[config.mk]
export PLATFORM = sky130hd
export DESIGN_NAME = acs_sequencer
export DESIGN_NICKNAME = d
export VERILOG_FILES = /design/src/rtl/acs_pkg.sv /design/src/rtl/acs_sequencer.sv
export SDC_FILE = /design/constraint.sdc
export NUM_CORES = 1
export LEC_CHECK = 0
export BUFFER_PORTS_ARGS = -buffer_cell sky130_fd_sc_hd__buf_2
export CORE_MARGIN = 5
export CORE_UTILIZATION = 52
export DETAILED_ROUTE_END_ITERATION = 7
export PLACE_DENSITY = 0.81
export SETUP_SLACK_MARGIN = 0.1
export SYNTH_ARGS = -nofsm -noshare
export SYNTH_HDL_FRONTEND = slang
export SYNTH_SLANG_ARGS = --single-unit
[constraint.sdc]
create_clock -name core_clk_i -period 2.2 [get_ports core_clk_i]
set_input_delay 0.22 -clock core_clk_i [delete_from_list [all_inputs] [get_ports core_clk_i]]
set_output_delay 0.22 -clock core_clk_i [all_outputs]
set_load 0.01 [all_outputs]
[src/rtl/acs_pkg.sv]
// Package with constants for the converter command and conversion sequencer
package acs_pkg;
   localparam int          ACS_CONV_CYCLES   = 24;
   localparam int          ACS_CAL_CYCLES    = 300;
   localparam int          ACS_SAMPLE_FIRST  = 3;
   localparam int          ACS_SAMPLE_LAST   = 10;
   localparam int          ACS_CMD_W         = 6;
   localparam int          ACS_RES_W         = 13;
   localparam int          ACS_BUS_W         = 16;
   localparam int          ACS_CNT_W         = 9;
   // Command field positions in the six command bits (bus bits 5..0)
   localparam int          ACS_CMD_SEL_BIT   = 5;
   localparam int          ACS_CMD_Q_BIT     = 4;
   localparam int          ACS_CMD_LSB_BIT   = 0;
   localparam logic [15:0] ACS_BUS_IDLE      = 16'h0000;

   typedef enum logic [1:0]
   {
      ACS_IDLE = 2'b00,
      ACS_CONV = 2'b01,
      ACS_CAL  = 2'b10
   } acs_state_t;
endpackage

[src/rtl/acs_sequencer.sv]
// Command decode, conversion and calibration sequencing, done flag and bus read-out
`timescale 1ns/1ps
//
// Overview of operation
// - conversion ends at the end of clock cycle twenty-four of its period.
// - analog input is sampled only during conversion cycles three through ten.
// - active-low done flag falls when conversion completes; result then readable.
// - a new conversion command is accepted immediately after completion.
// - six-bit command on low bus bits latched on chip select or write rising.
// - no calibration at power-up; only on command.
// - conversion may start after first clock; accuracy needs prior calibration.
// - unipolar mode always outputs the sign bit as zero.
// - bipolar mode sets the sign bit from the input polarity.
// - result is thirteen-bit right-justified two's complement, sign extended.
// - done and read falling in one cycle keeps done low until write goes low.
// - calibration takes three hundred cycles; conversion takes twenty-four cycles.
// - conversion command during conversion aborts it and restarts the period.
// - done clears on first chip select with read, or chip select with write.
// - from two cycles after chip select and read go low until two cycles after either rises, all result bits drive the bus.
module acs_sequencer
   import acs_pkg::*;
#(
   parameter int CONV_CYCLES = ACS_CONV_CYCLES,
   parameter int CAL_CYCLES  = ACS_CAL_CYCLES
)
(
   input  wire logic                 core_clk_i,
   input  wire logic                 arst_n_i,
   input  wire logic                 cs_n_i,
   input  wire logic                 wr_n_i,
   input  wire logic                 rd_n_i,
   input  wire logic [ACS_BUS_W-1:0] data_i,
   input  wire logic                 bipolar_i,
   input  wire logic [ACS_RES_W-2:0] sar_magnitude_i,
   input  wire logic                 sar_negative_i,
   output logic      [ACS_BUS_W-1:0] data_o,
   output logic                      data_oe_o,
   output logic                      done_n_o,
   output logic                      sample_o,
   output logic                      calibrating_o,
   output logic                      calibrated_o
);

   // Two-stage synchronisers for the bus strobes and data pins
   logic [2:0]           strb_meta_reg;
   logic [2:0]           strb_sync_reg;
   logic [2:0]           strb_prev_reg;
   logic [ACS_BUS_W-1:0] data_meta_reg;
   logic [ACS_BUS_W-1:0] data_sync_reg;
   logic                 pol_meta_reg;
   logic                 pol_sync_reg;
   logic                 cs_n;
   logic                 wr_n;
   logic                 rd_n;
   logic                 wr_sel;
   logic                 wr_sel_prev;
   logic                 rd_sel;
   logic                 rd_sel_prev;
   logic                 cmd_strobe;
   logic                 rd_fall;
   logic                 wr_fall;
   logic                 wr_low_fall;

   always_ff @(posedge core_clk_i or negedge arst_n_i)
   begin
      if (!arst_n_i)
      begin
         strb_meta_reg <= 3'h7;
         strb_sync_reg <= 3'h7;
         strb_prev_reg <= 3'h7;
         data_meta_reg <= ACS_BUS_IDLE;
         data_sync_reg <= ACS_BUS_IDLE;
         pol_meta_reg  <= 1'b0;
         pol_sync_reg  <= 1'b0;
      end
      else
      begin
         strb_meta_reg <= {rd_n_i, wr_n_i, cs_n_i};
         strb_sync_reg <= strb_meta_reg;
         strb_prev_reg <= strb_sync_reg;
         data_meta_reg <= data_i;
         data_sync_reg <= data_meta_reg;
         pol_meta_reg  <= bipolar_i;
         pol_sync_reg  <= pol_meta_reg;
      end
   end

   assign cs_n        = strb_sync_reg[0];
   assign wr_n        = strb_sync_reg[1];
   assign rd_n        = strb_sync_reg[2];
   assign wr_sel      = !cs_n && !wr_n;
   assign wr_sel_prev = !strb_prev_reg[0] && !strb_prev_reg[1];
   assign rd_sel      = !cs_n && !rd_n;
   assign rd_sel_prev = !strb_prev_reg[0] && !strb_prev_reg[2];
   // End of a write cycle: whichever of chip select or write rises first
   assign cmd_strobe  = wr_sel_prev && !wr_sel;
   assign rd_fall     = rd_sel && !rd_sel_prev;
   assign wr_fall     = wr_sel && !wr_sel_prev;
   assign wr_low_fall = !wr_n && strb_prev_reg[1];

   // Command decode: bit five high with bits four and zero low converts; bit five and bits three to zero low calibrates
   function automatic logic [1:0] acs_decode(input logic [ACS_CMD_W-1:0] cmd);
      logic [1:0] kind;
      kind = 2'b00;
      if (cmd[ACS_CMD_SEL_BIT] && !cmd[ACS_CMD_Q_BIT] && !cmd[ACS_CMD_LSB_BIT])
         kind = 2'b01;
      else if (!cmd[ACS_CMD_SEL_BIT] && cmd[ACS_CMD_Q_BIT-1:ACS_CMD_LSB_BIT] == 4'h0)
         kind = 2'b10;
      return kind;
   endfunction

   logic [1:0]           cmd_kind;
   assign cmd_kind = cmd_strobe ? acs_decode(data_sync_reg[ACS_CMD_W-1:0]) : 2'b00;

   // Sequencer state
   acs_state_t           state_reg;
   acs_state_t           state_next;
   logic [ACS_CNT_W-1:0] cnt_reg;
   logic [ACS_CNT_W-1:0] cnt_next;
   logic                 done_n_reg;
   logic                 done_n_next;
   logic                 hold_reg;
   logic                 hold_next;
   logic                 fresh_reg;
   logic                 fresh_next;
   logic                 cal_ok_reg;
   logic                 cal_ok_next;
   logic [ACS_RES_W-1:0] result_reg;
   logic [ACS_RES_W-1:0] result_next;
   logic                 conv_end;
   logic                 cal_end;

   // Count holds the number of the cycle now in progress, starting at one
   assign conv_end = (state_reg == ACS_CONV) && (cnt_reg == ACS_CNT_W'(CONV_CYCLES));
   assign cal_end  = (state_reg == ACS_CAL) && (cnt_reg == ACS_CNT_W'(CAL_CYCLES));

   always_comb
   begin
      state_next  = state_reg;
      cnt_next    = cnt_reg;
      done_n_next = done_n_reg;
      hold_next   = hold_reg;
      fresh_next  = 1'b0;
      cal_ok_next = cal_ok_reg;
      result_next = result_reg;
      case (state_reg)
         ACS_CONV:
         begin
            cnt_next = cnt_reg + 1'b1;
            if (conv_end)
            begin
               state_next = ACS_IDLE;
               cnt_next   = '0;
               // Sign bit forced low when unipolar; magnitude zero-extended, negated when bipolar and negative
               if (pol_sync_reg && sar_negative_i)
                  result_next = -{1'b0, sar_magnitude_i};
               else
                  result_next = {1'b0, sar_magnitude_i};
            end
         end
         ACS_CAL:
         begin
            cnt_next = cnt_reg + 1'b1;
            if (cal_end)
            begin
               state_next  = ACS_IDLE;
               cnt_next    = '0;
               cal_ok_next = 1'b1;
            end
         end
         ACS_IDLE:
         begin
            cnt_next = '0;
         end
         default:
         begin
            state_next = ACS_IDLE;
            cnt_next   = '0;
         end
      endcase
      // Done flag: clears on first read select or any write select; else holds
      if (hold_reg && wr_low_fall)
      begin
         done_n_next = 1'b1;
         hold_next   = 1'b0;
      end
      // Read select landing in the cycle done falls may miss the result, so wait for write
      else if (fresh_reg && rd_fall && !wr_fall)
         hold_next = 1'b1;
      else if (!done_n_reg && !hold_reg && (rd_fall || wr_fall))
         done_n_next = 1'b1;
      // Commands restart from any state; a new command aborts the current one
      if (cmd_kind == 2'b01)
      begin
         state_next = ACS_CONV;
         cnt_next   = ACS_CNT_W'(1);
      end
      else if (cmd_kind == 2'b10)
      begin
         state_next  = ACS_CAL;
         cnt_next    = ACS_CNT_W'(1);
         cal_ok_next = 1'b0;
      end
      // Completion wins over a clear in the same cycle
      if (conv_end && cmd_kind == 2'b00)
      begin
         done_n_next = 1'b0;
         hold_next   = 1'b0;
         fresh_next  = 1'b1;
      end
   end

   always_ff @(posedge core_clk_i or negedge arst_n_i)
   begin
      if (!arst_n_i)
      begin
         state_reg  <= ACS_IDLE;
         cnt_reg    <= '0;
         done_n_reg <= 1'b1;
         hold_reg   <= 1'b0;
         fresh_reg  <= 1'b0;
         cal_ok_reg <= 1'b0;
         result_reg <= '0;
      end
      else
      begin
         state_reg  <= state_next;
         cnt_reg    <= cnt_next;
         done_n_reg <= done_n_next;
         hold_reg   <= hold_next;
         fresh_reg  <= fresh_next;
         cal_ok_reg <= cal_ok_next;
         result_reg <= result_next;
      end
   end

   // Output bus: enable is the read select from the synchronised strobes, so it lags the pins; data is registered
   assign data_o        = {{(ACS_BUS_W-ACS_RES_W){result_reg[ACS_RES_W-1]}}, result_reg};
   assign data_oe_o     = rd_sel;
   assign done_n_o      = done_n_reg;
   assign sample_o      = (state_reg == ACS_CONV)
                          && (cnt_reg >= ACS_CNT_W'(ACS_SAMPLE_FIRST))
                          && (cnt_reg <= ACS_CNT_W'(ACS_SAMPLE_LAST));
   assign calibrating_o = (state_reg == ACS_CAL);
   assign calibrated_o  = cal_ok_reg;

endmodule // acs_sequencer

-- After elaboration in Yosys (flattened, before gate mapping)
Index checks and enable logic that the tools add are counted.
- output and inout bits: 21
- flip-flop bits (word level): 51
- bits of input ports: 35
- add/subtract/negate cells: 2
- mux-type cells: 26
- $lt $le $gt $ge: 2
- reduce and logical (&&, ||, !) cells: 46
- eq/ne operators: 10
- operator list (operator ; number):
    9-bit 2-to-1 mux ; 4
    1-bit logical AND ; 22
    9-bit one-hot mux with 2 select lines ; 1
    1-bit logical NOT ; 15
    2-bit 2-to-1 mux ; 7
    13-bit 2-to-1 mux ; 1
    12-bit negation with 13-bit output ; 1
    1-bit 2-to-1 mux ; 12
    9-bit by 1-bit adder with 9-bit output (second input constant) ; 1
    9-bit by 5-bit equality test with 1-bit output (second input constant) ; 1
    9-bit equality test (second input constant) ; 1
    9-bit by 2-bit >= comparator with 1-bit output (second input constant) ; 1
    9-bit by 4-bit less-or-equal comparator with 1-bit output (second input constant) ; 1
    2-bit one-hot mux with 3 select lines ; 1
    3-bit nonzero test ; 2
    2-bit by 1-bit equality test with 1-bit output (second input constant) ; 2
    2-bit equality test (second input constant) ; 2
    2-bit logical NOT ; 2
    4-bit logical NOT ; 1
    4-bit by 1-bit != test with 1-bit output (second input constant) ; 1
    4-bit by 2-bit != test with 1-bit output (second input constant) ; 1
    2-bit AND reduction ; 2
    3-bit by 2-bit != test with 1-bit output (second input constant) ; 1
    3-bit != test (second input constant) ; 1
    other kinds (2) ; 2

-- Depth between registers and ports, before layout
Gate-level depths: netlist of run 1.
- depth after elaboration: 10
- depth in mapped cells: 7
- gate-level depth less buffers: 6

-- Worst setup path before layout of run 1
Ideal clock, no wire load.
- kind: reg2reg
- start point: register cnt_reg[0]
- end point: register state_reg[0]
- library setup time: 0.121 ns
- cell stages (with the launch flop): 7
- arrival: 1.724 ns
- path slack: 0.354 ns
- data required time: 2.079 ns
- path buffers: 0
- path through: dfrtp_1 inv_1 ha_1 nand4b_1 o41a_1 or3_1 a32o_2
- cells in the longest elaborated chain, start to end: 4
- elaborated cells between the ends (all ways): 7
- classes of those cells: eq/ne (4); reduce/logical (3)
- RTL lines (element ; RTL line ; source):
    from (decl) ; acs_sequencer.sv:118 ; logic [ACS_CNT_W-1:0] cnt_reg;
    from (signal assigned) ; acs_sequencer.sv:228 ; cnt_reg <= cnt_next;
    9-bit by 5-bit equality test with 1-bit output or 9-bit equality test (tied branches) ; acs_sequencer.sv:134, acs_sequencer.sv:135 ;
    1-bit logical AND (on tied branches) ; acs_sequencer.sv:134, acs_sequencer.sv:135 ;
    4-bit by 2-bit != test with 1-bit output (no line) or 4-bit by 1-bit != test with 1-bit output (tied branches) ; - ;
    3-bit AND reduction (no line) (*) ; - ;
    to (signal assigned) ; acs_sequencer.sv:227 ; state_reg <= state_next;
    to (decl) ; acs_sequencer.sv:116 ; acs_state_t state_reg;
Mark *: on every way between the ends. The rest lies on a longest branch, timed or not.
A chain may end at the register's enable or synchronous reset.

-- Final worst setup path of run 1
- start point: register cnt_reg[6]
- end point: output sample_o
- cells in the longest elaborated chain, start to end: 3
- elaborated cells between the ends (all ways): 4
- classes of those cells: order compare (2); reduce/logical (2)
- RTL lines (element ; RTL line ; source):
    9-bit by 2-bit >= comparator with 1-bit output ; acs_sequencer.sv:242 ; && (cnt_reg >= ACS_CNT_W'(ACS_SAMPLE_FIRST))
    1-bit logical AND ; acs_sequencer.sv:242 ;
    1-bit logical AND (*) ; acs_sequencer.sv:243 ; && (cnt_reg <= ACS_CNT_W'(ACS_SAMPLE_LAST));
    to (decl) ; acs_sequencer.sv:39 ; output logic sample_o,
Marked as above.

==> flow_summary.json, run 1 <==
{
  "synthCells": 198,
  "start_util_pct": 54.3,
  "cp-start-kind": "flip-flop",
  "setup_viol": 0,
  "clockBufferDepth": 2,
  "grt_max_degree": 25,
  "antenna_found_initial": 0,
  "cts_sinks": 51,
  "syn-cell-area_um2": 2190,
  "clock_skew_ps": 4.80,
  "critical_path.max_fanout": 6,
  "grt_overflow": 0,
  "critPathKind": "reg -> out",
  "fin_ws_ps": 219,
  "antenna_cells": 0,
  "core-area_um2": 4030,
  "required_ps": 1980,
  "holdPathStages": 1,
  "ios": 56,
  "hold_slack_ps": 17.1,
  "post-route-min-period_ps": 1980,
  "ys_seq_area_share_pct": 58.9,
  "port_buffers": 45,
  "synth_cell_types": 40,
  "syn_to_final_growth_pct": 21.3,
  "synth_top_area_share_pct": 46.9,
  "rsz0062_at_grt": "no",
  "drv_cap": 0,
  "async_flop_share_pct": 100,
  "hp-start": "data_i[3]",
  "tightest_slew_ps": 569,
  "synth-edff-count": 0,
  "power_mw": 1.75,
  "ys_dominant_reg_cell": "dfrtp_1",
  "end_kind": "output port",
  "ant_nets": 0,
  "layout.nets": 298,
  "yosysWarnings": 0,
  "totalWireLength_um": 3950,
  "dieArea_um2": 5610,
  "cts-buffers-inserted": 5,
  "min_path_type": "in -> reg",
  "synth_top_area_cell": "dfrtp_1",
  "rr_worst_depth": 6,
  "htree_levels": 2,
  "synth-seq-cells": 51,
  "drc": 0,
  "irDropWorstVdd_mv": 0.467,
  "status": "finished clean",
  "drtIter0Drc": 90,
  "finalHoldViolCount": 0,
  "tns_ps": 0,
  "area.sequential_um2": 1290,
  "reg2reg_to": "state_reg[0]",
  "cts-root-buf": "clkbuf_8",
  "crit_arrival_ps": 1760,
  "cts_tree": "built",
  "avgSynthCellArea_um2": 11.1,
  "die_w_um": 74.9,
  "clkLatencyLatePin_ps": 300,
  "fin_crit_sh_pct": 90.0,
  "grt_pass1_vias": 1600,
  "rows": 23,
  "r2r_start": "cnt_reg[0]",
  "vias_per_cell": 5.21,
  "grt_pass1_wl_um": 6860,
  "whs_endpoint": "data_meta_reg[3]",
  "finalMaxSlewViolations": 0,
  "fin_util_pct": 65.9,
  "gp_congestion": 0.811,
  "slew_headroom_pct": 61.7,
  "power.density_nw_per_um2": 658,
  "fillers": 321,
  "path_clk_slew_ps": 90,
  "max_freq_mhz": 505,
  "drt-pass1-iter-count": 5,
  "die-height_um": 74.9,
  "final_layout_size_suffix_gt1_share_pct": 28.4,
  "avgRoutedWirePerCell_um": 12.9,
  "synth.most_common_cell": "dfrtp_1",
  "p_leak_nw": 1.20,
  "multi_input_area_um2": 826,
  "synth_nets": 240,
  "yosys-top-cells-area": "dfrtp_1, dfstp_2, xnor2_1",
  "netlist_top_cells_count": "dfrtp_1, nand2_1, nor2_1, xnor2_1",
  "vias": 1599,
  "dp_slack_ps": 252,
  "grt_use_total_pct": 16.0,
  "reg2reg_slack_ps": 220,
  "dp_hpwl_um": 2960,
  "largest_reg_flops": 13
}
-- metal layers --
metal	vias to the layer above	track usage, %	share of wire, %
li1	787	-	-
met1	768	20.1	43
met2	37	26.0	49
met3	7	4.81	6.2
met4	0	6.13	1.5
met5	-	0	0
-- timing repair --
item	4_1_cts	5_1_grt
endpoints found under the hold margin	11	3
setup endpoints to repair	0	1
hold buffers	6	3
resized for setup	0	1
setup buffers	0	0
-- critical path: stages (launching register included) --
cell and delay, ps:
dfrtp_1 470, nor4_4 350, nand2_1 90, a2111oi_0 350, buf_2 200
-- how the worst max path moves through the flow --
stage	from	to	slack (ps)	cells past startpoint
after floorplan	cnt_reg[0]	state_reg[0]	350	6
after global routing	cnt_reg[6]	sample_o	130	4
after CTS	cnt_reg[6]	sample_o	160	4
after global placement	cnt_reg[0]	state_reg[0]	270	6
final	cnt_reg[6]	sample_o	220	4
after detailed placement	cnt_reg[0]	state_reg[0]	250	6
-- cell usage in the layout (no fill, tap or decap), types with 2 or more instances in the layout --
master         count
buf_2             45
dfrtp_1           41
nand2_1           20
o21ai_1           11
clkbuf_8           5
inv_6              2
a2111oi_0          2
buf_4              4
inv_1             11
nand3_1            5
a21oi_1            6
xnor2_1           15
o21ai_0            3
dlygate4sd3_1      9
dfstp_2           10
nor4_1             3
nor2b_1            3
xor2_1             2
ha_1               7
a31oi_1            3
nor2_1            20
nor3_1             7
-- power by group --
part / internal, mW / switching, mW
registers: 0.978 / 0.0219
clock network: 0.230 / 0.310
logic: 0.0946 / 0.112
total: 1.30 / 0.444
-- area by class of cell --
class,instances,area share [%]
sequential,51,48.5
clock inverter,3,0.848
tap,50,2.36
inverter,11,1.56
timing repair buffer,58,13.0
multi-input combinational,129,31.1
clock buffer,5,2.59
-- through the flow --
step	instances	area (um^2)
2_1_floorplan	198	2190
3_3_place_gp	290	2460
3_5_place_dp	290	2460
4_1_cts	304	2620
5_1_grt	307	2660
6_report	307	2660
-- cell families after synthesis --
| family | share of synthesized area (%) |
|---|---|
| simple gates | 15.3 |
| fa+ha+maj | 4.00 |
| compound gates | 10.7 |
| mux | 0.457 |
| buf+inv | 3.77 |
| xor+xnor | 6.80 |
| flops | 58.9 |
No activity file was read; power rests on OpenSTA's default activity.
==> run 2: changes to the inputs <==
--- a/config.mk
+++ b/config.mk
@@ -10,6 +10,7 @@
 export CORE_UTILIZATION = 52
 export DETAILED_ROUTE_END_ITERATION = 7
 export PLACE_DENSITY = 0.81
+export RECOVER_POWER = 25
 export SETUP_SLACK_MARGIN = 0.1
 export SYNTH_ARGS = -nofsm -noshare
 export SYNTH_HDL_FRONTEND = slang
==> run 2 against run 1 <==
Global-route usage is the same. Utilization shrank 0.12 points. Clock power is essentially flat. Power shrank 0.14%. Die area is the same. Largest cell class unchanged. Hold slack is the same. Register-to-register slack is essentially flat. Highest routed layer unchanged. Largest power group unchanged. Clock skew is essentially flat.
==> flow_summary.json, run 2 (synthesized netlist as in run 1, its figures left out) <==
{
  "status": "finished clean",
  "drt-pass1-iter-count": 5,
  "antenna_cells": 0,
  "clockBufferDepth": 2,
  "fin_area_um2": 2650,
  "port_buffers": 45,
  "die_w_um": 74.9,
  "grt_pass1_vias": 1600,
  "rsz0062_at_grt": "no",
  "cts_sinks": 51,
  "avgRoutedWirePerCell_um": 12.9,
  "syn_to_final_growth_pct": 21.1,
  "die-height_um": 74.9,
  "vias_per_cell": 5.21,
  "largest_reg_flops": 13,
  "layout.nets": 298,
  "required_ps": 1980,
  "hp-start": "data_i[3]",
  "crit_start": "cnt_reg[6]",
  "min_path_type": "in -> reg",
  "end_kind": "output port",
  "clkLatencyLatePin_ps": 300,
  "ant_nets": 0,
  "crit_arrival_ps": 1760,
  "final_layout_size_suffix_gt1_share_pct": 26.5,
  "p_leak_nw": 1.19,
  "drtIter0Drc": 90,
  "start_util_pct": 54.3,
  "htree_levels": 2,
  "antenna_found_initial": 0,
  "finalMaxSlewViolations": 0,
  "cts_setup_buffers": 0,
  "fin_crit_sh_pct": 90.0,
  "drc": 0,
  "cts-buffers-inserted": 5,
  "layout_common_cells": "buf_2, dfrtp_1, nand2_1, nor2_1, xnor2_1",
  "critPathKind": "reg -> out",
  "tightest_slew_ps": 1100,
  "place_area_um2": 2460,
  "grt_max_degree": 25,
  "power.density_nw_per_um2": 658,
  "cts_tree": "built",
  "drv_cap": 0,
  "dp_hpwl_um": 2960,
  "max_freq_mhz": 505,
  "post-route-min-period_ps": 1980,
  "rows": 23,
  "final_common_cell": "buf_2",
  "setup_viol": 0,
  "finalHoldViolCount": 0,
  "grt_use_total_pct": 16.0,
  "hold_slack_ps": 17.1,
  "grt_pass1_wl_um": 6860,
  "core-area_um2": 4030,
  "power_mw": 1.74,
  "ios": 56,
  "critical_path.max_fanout": 6,
  "irDropWorstVdd_mv": 0.467,
  "dieArea_um2": 5610,
  "path_clk_slew_ps": 90,
  "r2r_start": "cnt_reg[0]",
  "cp-start-kind": "flip-flop",
  "tns_ps": 0,
  "grt_overflow": 0,
  "slew_headroom_pct": 26.5,
  "vias": 1599,
  "gp_congestion": 0.811,
  "clock_skew_ps": 4.94,
  "cts-root-buf": "clkbuf_8",
  "totalWireLength_um": 3950
}
[run 2: per-layer routing]
metal	vias to the layer above	GRT usage, %	part of all wire (%)
met5	-	0	0
met4	0	6.13	1.5
met3	7	4.81	6.2
met2	37	26.0	49
met1	768	20.1	43
li1	787	-	-
[run 2: final timing paths]
| path | end | slack, ps | depth (start not counted) |
|---|---|---|---|
| worst max-delay path | sample_o | 220 | 4 |
| worst min-delay path | data_meta_reg[3] | 20 | 1 |
| worst max register to register | state_reg[0] | 220 | 6 |
| worst min register to register | data_sync_reg[4] | 360 | 0 |
| max in group asynchronous | calibrated_o | 540 | 3 |
| min in group asynchronous | cnt_reg[2] | 330 | 2 |
[run 2: worst max-delay path: stages, from the launching register on]
cell and delay [ps]:
dfrtp_1 470, nor4_4 350, nand2_1 90, a2111oi_0 350
buf_2 200
[run 2: what timing repair did]
item,in CTS,in global routing
hold buffers,6,3
gates resized for setup,0,1
hold endpoints to repair,11,3
setup endpoints to repair,0,1
[run 2: cell type report]
type                    instances  area [um^2]
clock buffers                   5         68.8
clock inverters                 3         22.5
fillers                       322         1380
inverters                      11         41.3
multi-input cells             129          826
flip-flops and latches         51         1290
well taps                      50         62.6
repair buffers                 58          340
[run 2: through the flow]
step / cells / setup WS (ps) / util [%]
after CTS: 304 / 159 / 64.9
after global placement: 290 / 275 / 61.2
after detailed placement: 290 / 252 / 61.2
final: 307 / 219 / 65.8
after floorplan: 198 / 354 / -
after global routing: 307 / 130 / 65.8
[run 2: power breakdown]
| group | leakage [nW] | internal, mW | total [mW] | switching [mW] |
|---|---|---|---|---|
| Clock | 0.0489 | 0.230 | 0.540 | 0.310 |
| Sequential | 0.575 | 0.976 | 0.998 | 0.0219 |
| Combinational | 0.568 | 0.0935 | 0.205 | 0.112 |
